===== config.mk =====
export PLATFORM = sky130hd
export DESIGN_NAME = ftrc_unit
export DESIGN_NICKNAME = d
export VERILOG_FILES = /design/src/hdl/ftrc_pkg.sv /design/src/hdl/ftrc_unit.sv
export VERILOG_INCLUDE_DIRS = /design/src /design/src/hdl
export SDC_FILE = /design/constraint.sdc
export NUM_CORES = 1
export LEC_CHECK = 0
export BUFFER_PORTS_ARGS = -buffer_cell sky130_fd_sc_hd__buf_2
export CORE_UTILIZATION = 47
export CTS_CLUSTER_DIAMETER = 50
export DETAILED_ROUTE_END_ITERATION = 8
export GPL_ROUTABILITY_DRIVEN = 0
export GPL_TIMING_DRIVEN = 0
export PLACE_DENSITY = 0.85
export RECOVER_POWER = 25
export SLEW_MARGIN = 25
export SYNTH_ARGS = -nofsm -noshare
export SYNTH_HDL_FRONTEND = slang
export SYNTH_SLANG_ARGS = --single-unit

===== constraint.sdc =====
create_clock -name clk_sys -period 3.15 [get_ports clk_sys]
set_input_delay 0.315 -clock clk_sys [delete_from_list [all_inputs] [get_ports clk_sys]]
set_output_delay 0.315 -clock clk_sys [all_outputs]
set_load 0.005 [all_outputs]

===== src/hdl/ftrc_map.svh =====
`ifndef FTRC_MAP_SVH
`define FTRC_MAP_SVH
`define FTRC_ADDR_W        15
`define FTRC_EXP_MAX       7'h63
`define FTRC_NOTERM_POS    2'h3
`define FTRC_IND_HP        4'hB
`define FTRC_IND_EZ        4'hC
`define FTRC_IND_AC        4'hE
`define FTRC_IND_EC        4'hF
`define FTRC_OP_TFL        7'h06
`define FTRC_OP_BTF        7'h07
`define FTRC_OP_CMP        7'h18
`define FTRC_T_TFL_BASE_US 240
`define FTRC_T_PER_DIG_US  40
`define FTRC_CLK_MHZ       20
`define FTRC_WAIT_W        18
`define FTRC_INSN_LEN      15'h000C
`endif


===== src/hdl/ftrc_pkg.sv =====
package ftrc_pkg;
   typedef enum logic [2:0] {
      FTRC_IDLE = 3'h0,
      FTRC_READ = 3'h1,
      FTRC_WRIT = 3'h3,
      FTRC_WAIT = 3'h2,
      FTRC_DONE = 3'h6
   } ftrc_state_e;

   typedef struct packed {
      logic [3:0] digit;
      logic       flag;
   } ftrc_char_s;

   typedef struct packed {
      logic       valid;
      logic       negative;
      logic       zeroMant;
      logic       divZero;
      logic       opZero;
      logic [8:0] expSum;
      logic [7:0] leadZeros;
   } ftrc_result_s;

   typedef struct packed {
      logic       hp;
      logic       ez;
      logic       ac;
      logic       ec;
   } ftrc_ind_s;

   typedef struct packed {
      ftrc_state_e state;
      logic [14:0] srcAddr;
      logic [14:0] dstAddr;
      logic [14:0] retAddr;
      logic [14:0] firstExpAddr;
      logic [14:0] secondExpAddr;
      logic [8:0]  expDiff;
      logic [7:0]  pos;
      logic [17:0] waitCnt;
      ftrc_char_s  data;
      ftrc_ind_s   ind;
      logic        branch;
   } ftrc_state_s;
endpackage


===== src/hdl/ftrc_unit.sv =====
`timescale 1ns/1ps
`include "ftrc_map.svh"
// Notes on behaviour
// RULE1: Transmit floating copies; flags end from fourth.
// RULE2: Branch-transmit saves return, copies to P-1.
// RULE3: Branch-transmit ignores low three flags.
// RULE4: Zero mantissa becomes special zero, exponent -99.
// RULE5: Zero mantissa sets equal/zero indicator.
// RULE6: Positive mantissa sets high/positive indicator.
// RULE7: Divide by zero sets arithmetic check.
// RULE8: Exponent over/underflow sets exponent check.
// RULE9: Overflow: nines, keep sign, exponent +99.
// RULE10: Underflow: plus zeros, exponent -99, set E/Z.
// RULE11: No underflow signalled for zero operands.
// RULE12: Overflow switch governs checks' program flow.
// RULE13: Exponent check clears on test or reset.
// RULE14: Each indicator drives its console lamp.
// RULE15: Internal registers hold both exponent addresses.
// RULE16: Counter holds exponent difference, leading zeros.
// RULE17: Programs supply zeros in special zero form.
// RULE18: Transmit floating takes 240+40L microseconds.
// RULE19: Compare subtracts, discards, leaves fields unaltered.
// RULE20: Compare reports via indicators only.
// RULE21: Equal compare clears H/P, sets E/Z.
module ftrc_unit #(
   parameter int ADDR_W = `FTRC_ADDR_W
) (
   input  wire logic                 clk_sys,
   input  wire logic                 rst_b,
   input  wire logic                 start,
   input  wire logic [6:0]           opCode,
   input  wire logic [ADDR_W-1:0]    pAddr,
   input  wire logic [ADDR_W-1:0]    qAddr,
   input  wire logic [ADDR_W-1:0]    instrAddr,
   input  wire logic [7:0]           mantLen,
   output logic                      memRead,
   output logic                      memWrite,
   output logic [ADDR_W-1:0]         memAddr,
   output ftrc_pkg::ftrc_char_s      memWrData,
   input  wire ftrc_pkg::ftrc_char_s memRdData,
   output logic                      busy,
   output logic                      done,
   output logic                      branchTaken,
   output logic [ADDR_W-1:0]         nextInstrAddr,
   output logic [ADDR_W-1:0]         returnAddress,
   input  wire ftrc_pkg::ftrc_result_s result,
   output logic                      resultZeroFill,
   output logic                      resultNineFill,
   output logic                      resultNegative,
   output logic [7:0]                resultExp,
   output logic                      resultExpNeg,
   input  wire logic                 cmpValid,
   input  wire logic                 cmpGreater,
   input  wire logic                 cmpEqual,
   input  wire logic [ADDR_W-1:0]    firstExpAddrIn,
   input  wire logic [ADDR_W-1:0]    secondExpAddrIn,
   input  wire logic                 expAddrLoad,
   output logic [ADDR_W-1:0]         firstExpAddr,
   output logic [ADDR_W-1:0]         secondExpAddr,
   output logic [8:0]                expDiff,
   input  wire logic                 expCheckTest,
   input  wire logic                 operatorReset,
   input  wire logic                 overflowCheckSw,
   output logic                      expCheckTestResult,
   output logic                      checkStop,
   output logic                      lampHighPos,
   output logic                      lampEqualZero,
   output logic                      lampArithCheck,
   output logic                      lampExpCheck
);
   localparam int CYC_PER_US = `FTRC_CLK_MHZ;
   localparam int BASE_CYC   = `FTRC_T_TFL_BASE_US * CYC_PER_US;
   localparam int DIG_CYC    = `FTRC_T_PER_DIG_US * CYC_PER_US;
   localparam int CNT_W      = `FTRC_WAIT_W;

   ftrc_pkg::ftrc_state_s s_q;
   ftrc_pkg::ftrc_state_s s_d;
   logic                  isBtf;
   logic                  isCopy;
   logic                  ovf;
   logic                  unf;
   logic                  stopFlag;
   logic                  ecSet;
   logic                  ecClr;
   logic                  acSet;
   logic                  acClr;
   logic [8:0]            normExp;
   logic [CNT_W-1:0]      tflCycles;

   // Instruction decode; only the two floating copies start the sequencer.
   assign isBtf  = (opCode == `FTRC_OP_BTF);
   assign isCopy = (opCode == `FTRC_OP_TFL) || isBtf;

   // Exponent after normalisation, as a signed 9-bit value.
   assign normExp = result.expSum - 9'(result.leadZeros); // RULE16
   assign ovf = result.valid && !normExp[8] && (normExp > 9'(`FTRC_EXP_MAX));
   // Zero operands suppress underflow.
   assign unf = result.valid && normExp[8] && (normExp < -9'(`FTRC_EXP_MAX))
                && !result.opZero; // RULE11

   // Total copy time. The counter is wide enough for the longest mantissa
   // length, so a long field never wraps the wait short. The digit loop
   // runs inside this time and does not add to it.
   assign tflCycles = CNT_W'(BASE_CYC + DIG_CYC * int'(mantLen)); // RULE18

   // A flag ends the copy only from the fourth character on. The character
   // is written in the same cycle as the test, so every flag met is copied as well.
   assign stopFlag = s_q.data.flag && (s_q.pos >= 8'(`FTRC_NOTERM_POS)); // RULE1 RULE3

   // Check indicator events. Clears are applied before sets further down,
   // so a check raised in the cycle of a test or a reset is never lost.
   assign ecSet = ovf || unf; // RULE8
   assign ecClr = expCheckTest || operatorReset; // RULE13
   assign acSet = result.valid && result.divZero; // RULE7
   assign acClr = operatorReset;

   always_comb begin
      s_d       = s_q;
      memRead   = 1'b0;
      memWrite  = 1'b0;
      memAddr   = s_q.srcAddr;
      done      = 1'b0;
      if (s_q.waitCnt != '0) begin
         s_d.waitCnt = s_q.waitCnt - CNT_W'(1);
      end

      // Copy sequencer: one read and one write per character, then the
      // rest of the instruction time is waited out before done.
      case (s_q.state)
         ftrc_pkg::FTRC_IDLE: begin
            if (start && isCopy) begin
               s_d.state   = ftrc_pkg::FTRC_READ;
               s_d.srcAddr = qAddr;
               s_d.dstAddr = isBtf ? pAddr - 15'(1) : pAddr; // RULE2
               s_d.pos     = 8'h00;
               s_d.branch  = isBtf;
               s_d.waitCnt = tflCycles;
               if (isBtf) begin
                  s_d.retAddr = instrAddr + `FTRC_INSN_LEN; // RULE2
               end
            end
         end
         ftrc_pkg::FTRC_READ: begin
            memRead     = 1'b1;
            memAddr     = s_q.srcAddr;
            s_d.data    = memRdData;
            s_d.state   = ftrc_pkg::FTRC_WRIT;
         end
         ftrc_pkg::FTRC_WRIT: begin
            memWrite    = 1'b1;
            memAddr     = s_q.dstAddr;
            s_d.srcAddr = s_q.srcAddr - 15'(1);
            s_d.dstAddr = s_q.dstAddr - 15'(1);
            s_d.pos     = s_q.pos + 8'h01;
            if (stopFlag) begin // RULE1 RULE3
               s_d.state = ftrc_pkg::FTRC_WAIT;
            end else begin
               s_d.state = ftrc_pkg::FTRC_READ;
            end
         end
         ftrc_pkg::FTRC_WAIT: begin
            if (s_q.waitCnt == '0) begin
               s_d.state = ftrc_pkg::FTRC_DONE;
            end
         end
         ftrc_pkg::FTRC_DONE: begin
            done      = 1'b1;
            s_d.state = ftrc_pkg::FTRC_IDLE;
         end
         default: begin
            s_d.state = ftrc_pkg::FTRC_IDLE;
         end
      endcase

      // The exponent addresses are loaded at operand fetch; a new pair
      // starts with no alignment pending.
      if (expAddrLoad) begin
         s_d.firstExpAddr  = firstExpAddrIn; // RULE15
         s_d.secondExpAddr = secondExpAddrIn; // RULE15
         s_d.expDiff       = 9'h000; // RULE16
      end

      // Result indicators. A divide by zero leaves the dividend as it was,
      // so the high/positive and equal/zero indicators do not react to it.
      if (result.valid) begin
         s_d.expDiff = 9'(result.leadZeros); // RULE16
         if (!result.divZero) begin
            if (ovf) begin
               s_d.ind.ez = 1'b0;
               s_d.ind.hp = !result.negative; // RULE9
            end else if (unf || result.zeroMant) begin
               s_d.ind.ez = 1'b1; // RULE5 RULE10
               s_d.ind.hp = 1'b0;
            end else begin
               s_d.ind.ez = 1'b0;
               s_d.ind.hp = !result.negative; // RULE6
            end
         end
      end

      // Compare never writes storage; it reports through the indicators.
      if (cmpValid) begin
         s_d.ind.hp = cmpGreater && !cmpEqual; // RULE19 RULE20 RULE21
         s_d.ind.ez = cmpEqual; // RULE20 RULE21
      end

      // Clears first, then sets, so that a same-cycle set wins.
      if (acClr) begin
         s_d.ind.ac = 1'b0;
      end
      if (acSet) begin
         s_d.ind.ac = 1'b1; // RULE7
      end
      if (ecClr) begin
         s_d.ind.ec = 1'b0; // RULE13
      end
      if (ecSet) begin
         s_d.ind.ec = 1'b1; // RULE8
      end
   end

   always_ff @(posedge clk_sys or negedge rst_b) begin
      if (!rst_b) begin
         s_q <= '0;
      end else begin
         s_q <= s_d;
      end
   end

   // Result analysis. Overflow is tested first: the clamp to the largest
   // value must not be undone by the zero forms below it. The outputs
   // rest at zero while no result is offered.
   always_comb begin
      resultZeroFill = 1'b0;
      resultNineFill = 1'b0;
      resultNegative = 1'b0;
      resultExpNeg   = 1'b0;
      resultExp      = 8'h00;
      if (result.valid) begin
         if (ovf) begin
            resultNineFill = 1'b1; // RULE9
            resultNegative = result.negative; // RULE9
            resultExp      = 8'(`FTRC_EXP_MAX); // RULE9
         end else if (unf || result.zeroMant) begin
            // Special zero: plus zeros with the most negative exponent.
            resultZeroFill = 1'b1; // RULE4 RULE10
            resultExpNeg   = 1'b1; // RULE4 RULE10
            resultExp      = 8'(`FTRC_EXP_MAX); // RULE4 RULE10
         end else begin
            resultNegative = result.negative;
            resultExpNeg   = normExp[8];
            resultExp      = normExp[8] ? 8'(-normExp) : normExp[7:0]; // RULE16
         end
      end
   end

   // Sequencer outputs. The next instruction address is only meaningful
   // at done of a branch transmit, when it points back at the branch target.
   assign memWrData          = s_q.data;
   assign busy               = s_q.state != ftrc_pkg::FTRC_IDLE;
   assign branchTaken        = done && s_q.branch; // RULE2
   assign nextInstrAddr      = s_q.dstAddr + 15'(1) + 15'(s_q.pos);
   assign returnAddress      = s_q.retAddr;
   assign firstExpAddr       = s_q.firstExpAddr;
   assign secondExpAddr      = s_q.secondExpAddr;
   assign expDiff            = s_q.expDiff;
   assign expCheckTestResult = s_q.ind.ec;
   // Either check stops the program only while the switch is set.
   assign checkStop = overflowCheckSw && (s_q.ind.ec || s_q.ind.ac); // RULE12

   ftrc_lamp u_lampHp (
      .ind  (s_q.ind.hp),
      .lamp (lampHighPos)
   );
   ftrc_lamp u_lampEz (
      .ind  (s_q.ind.ez),
      .lamp (lampEqualZero)
   );
   ftrc_lamp u_lampAc (
      .ind  (s_q.ind.ac),
      .lamp (lampArithCheck)
   );
   ftrc_lamp u_lampEc (
      .ind  (s_q.ind.ec),
      .lamp (lampExpCheck)
   );
endmodule

// A console lamp follows its indicator register.
module ftrc_lamp (
   input  wire logic ind,
   output logic      lamp
);
   assign lamp = ind; // RULE14
endmodule


==> run summary <==
WORST SETUP PATH
--------------------------------------------------------------------------------------------------
CP Capture Type                                                                         output pin
Worst setup path class                                                                      in2out
CP max stage delay                                                                         0.40 ns
Startpoint types                                                                         input pin
Req. time, crit path                                                                       2.83 ns
Critical-path top delay cell                                                                  fa_2
Data arrival time of the worst path                                                        2.83 ns
Largest fanout on the critical path                                                              8
Ordered cell list for the critical path                                               buf_6 -> inv_4 -> ha_4 -> inv_2 -> fa_2 -> a211oi_4 -> nor2_2 -> xnor2_2 -> a311oi_2 -> o2111ai_2 -> nand3_4 -> nor4b_4 -> buf_2
Family with the most delay on the worst path                                          compound AO/OA/AOI/OAI gates
Number of buffer and inverter stages on the critical path                                        4

TIMING
--------------------------------------------------------------------------------------------------
Total negative setup slack                                                                    0 ns
Worst relative slew slack                                                                  -18.89%
Clock skew after layout                                                                 0.01054 ns
Post-layout minimum cycle time                                                            3.140 ns
Pin slew with the least headroom to its limit                                             1.783 ns
Fraction of the cycle the final worst path needs                                            99.69%
Total count of hold-check failures in the final report                                           0
Worst Hold Margin                                                                       0.08668 ns
Setup repair after global routing missed its margin                                           true
Final setup violation count                                                                      0
Number of max-slew violations in the final report                                               32
Max Freq                                                                                 318.4 MHz

LOGIC SYNTHESIS
--------------------------------------------------------------------------------------------------
Synth Cell Area                                                                           8647 um2
Count of state elements after synthesis                                                        122
EDFF count, synth                                                                                0
Largest area contributor in the synthesized netlist                                        dfrtp_1
Syn Inst Count                                                                                 985
Post-synthesis async set-or-reset flop share                                                100.0%
Proportion of netlist area held by the largest area contributor                             35.31%
Synth warnings                                                                                   0
Count of different cell masters after synthesis                                                 77
Most area-consuming cells after synthesis                                             dfrtp_1 35%, ha_1 7.8%, buf_4 5.2%
Sequential area share after synthesis                                                       35.31%
Post-Synthesis Mean Instance Area                                                        8.779 um2
Dominant register cell in the synthesized netlist                                          dfrtp_1
Number of nets produced by synthesis                                                          1171

FLOORPLAN
--------------------------------------------------------------------------------------------------
Die span in y                                                                             137.6 um
Row Count                                                                                       49
Initial cell density of the core                                                            47.97%
Die area                                                                                 18940 um2
Die outline width                                                                         137.6 um
Core box area                                                                            18020 um2
Total I/O pin count                                                                            239

CLOCK TREE
--------------------------------------------------------------------------------------------------
Clock transition time at the flip-flop clock pins of the worst setup and hold paths        0.07 ns
Clock Latency Late Sink                                                                    0.43 ns
Number of clock buffers inserted by TritonCTS                                                   17
Htree depth                                                                                      4
TritonCTS clock tree                                                                          done
Clock net sink count                                                                           122
Clk root buf                                                                             clkbuf_16
Clock buffer depth                                                                               2

LAYOUT
--------------------------------------------------------------------------------------------------
Share of layout cells above drive strength 1                                                34.04%
# diodes                                                                                         0
Final #Nets                                                                                   1442
Signed area change from the synthesized netlist to the final layout                         27.10%

DRT
--------------------------------------------------------------------------------------------------
Number of nets with antenna violations after routing                                             0
Via Count                                                                                     8103
First-iteration detailed-routing DRC count                                                     444
Vias per inst                                                                                5.409
First-pass iteration count of the detailed router                                                6
Sum of routed wire length over all layers                                                 23860 um
Wire length per cell after detailed routing                                               15.93 um
DR DRC count                                                                                     0

GLOBAL ROUTE
--------------------------------------------------------------------------------------------------
Number of global-route vias before repair                                                     7507
Wire length of the first global-routing pass                                              36030 um
Maximum number of pins on one net before global-route repair                                    92
Total global routing overflow                                                                    0
Number of antenna violations at the first check in global routing                                0
Global-route total usage across every layer                                                 24.72%

PLACEMENT
--------------------------------------------------------------------------------------------------
Half-perimeter wire length of the detailed placement result                               18380 um
IO buf count                                                                                   237

POWER
--------------------------------------------------------------------------------------------------
IR drop worst, VDD                                                                       0.4336 mV
Static leakage                                                                            5.243 nW
Power Dens Cells                                                                      597.7 nW/um2

MIN PATH
--------------------------------------------------------------------------------------------------
Class of the most critical hold timing path                                                 in2reg

OUTCOME
--------------------------------------------------------------------------------------------------
Outcome                                                                               finished with violations
Violated checks                                                                       max-capacitance violations, max-slew violations

RUN
--------------------------------------------------------------------------------------------------
Number of max-capacitance violations reported                                                    1

[logic make-up (layout without fill, tap and decap cells)]
family                     count (synthesis)  after routing  synth area share, %
and+or+nand+nor                          335            335                18.69
other                                      1              1              0.04337
xor gates and xnor gates                  72             72                7.293
DFF                                      122            122                35.31
AOI/OAI and AO/OA                        207            207                15.27
adders and majority gates                 59             59                8.971
buffers and inverters                    149            433                9.260
muxes                                     40             40                5.166
[area by class of cell]
class / count / area (um2)
clock buffer: 17 / 425.4
sequential: 122 / 3055
clock inverter: 15 / 132.6
fill: 1578 / 7034
buffer: 94 / 586.8
timing repair buffer: 252 / 1335
inverter: 55 / 211.5
multi-input combinational: 714 / 4957
tap: 229 / 286.5
[metal layers]
layer,up-vias,track usage (%),wire (um)
met5,-,0,0
li1,3930,-,-
met1,3764,29.19,9507
met4,0,13.43,1147
met2,317,41.40,11700
met3,92,5.740,1501
[synthesized netlist by cell type (10+ instances only)]
cell      count
dfrtp_1     122
nand2_1     114
nor2_1       80
o21ai_0      74
buf_4        60
ha_1         54
inv_1        53
a21oi_1      48
xnor2_1      40
mux2_2       37
nand3_1      37
xor2_1       32
nor3_1       29
clkbuf_1     23
o211ai_1     11
o21a_1       11
or3_1        10
[report_power, final]
part           total (W)  internal (W)  leakage (nW)  switching (W)
registers        0.00216       0.00186          1.47       0.000300
logic            0.00256       0.00124          3.50        0.00132
clock network    0.00185       0.00104         0.271       0.000814
total            0.00657       0.00414          5.24        0.00243
[final timing paths]
check,start,to,slack (ns),depth (start not counted)
worst min register to register,s_q[0],s_q[0],0.47,2
worst max register to register,s_q[16],s_q[16],0.63,7
min in group asynchronous,rst_b,firstExpAddr[2],0.91,2
worst max-delay path,result[8],resultExp[2],0.01,13
worst min-delay path,result[20],s_q[4],0.09,2
max in group asynchronous,rst_b,s_q[29],0.99,3
[stage by stage]
step	area, um2	utilization (%)	power [W]	instances	worst slack, ns
after floorplan	8653	-	0.003694	985	0.001727
after global placement	10130	56.18	0.004433	1451	-0.3034
after detailed placement	10160	56.39	0.004545	1452	-0.3995
after CTS	10770	59.74	0.006435	1488	0.01651
after global routing	10990	60.97	0.007009	1498	-0.1138
final	10990	60.97	0.006570	1498	0.009691
[timing repair]
item	CTS	global route
setup endpoints to repair	12	20
cloned	0	1
hold buffers	1	0
buffers inserted	3	9
gates resized for setup	4	38
hold endpoints to repair	31	0
pin swaps	3	25
[layout by cell type, fill, tap and decap left out, types with 6 or more instances in the layout]
cell | Yosys | final
buf_2 | 3 | 235
dfrtp_1 | 122 | 120
nand2_1 | 114 | 114
nor2_1 | 80 | 79
o21ai_0 | 74 | 71
buf_4 | 60 | 71
ha_1 | 54 | 52
inv_1 | 53 | 50
a21oi_1 | 48 | 45
xnor2_1 | 40 | 39
nand3_1 | 37 | 36
mux2_2 | 37 | 36
xor2_1 | 32 | 31
clkbuf_1 | 23 | 30
nor3_1 | 29 | 29
clkbuf_16 | 0 | 17
o21a_1 | 11 | 11
o211ai_1 | 11 | 11
or3_1 | 10 | 10
nor2b_1 | 9 | 9
nor4_1 | 9 | 9
a211oi_1 | 9 | 7
and3_1 | 6 | 6
or2_2 | 6 | 6
nand2b_1 | 6 | 6
a31oi_1 | 6 | 6
inv_6 | 0 | 6
[flip-flops by register name (all words and copies together) (netlist names)]
name                count
firstExpAddr           15
expDiff                 8
expCheckTestResult      1
secondExpAddr          15
memWrData               5
s_q                    63
returnAddress          15
(Power assumes the default switching activity.)
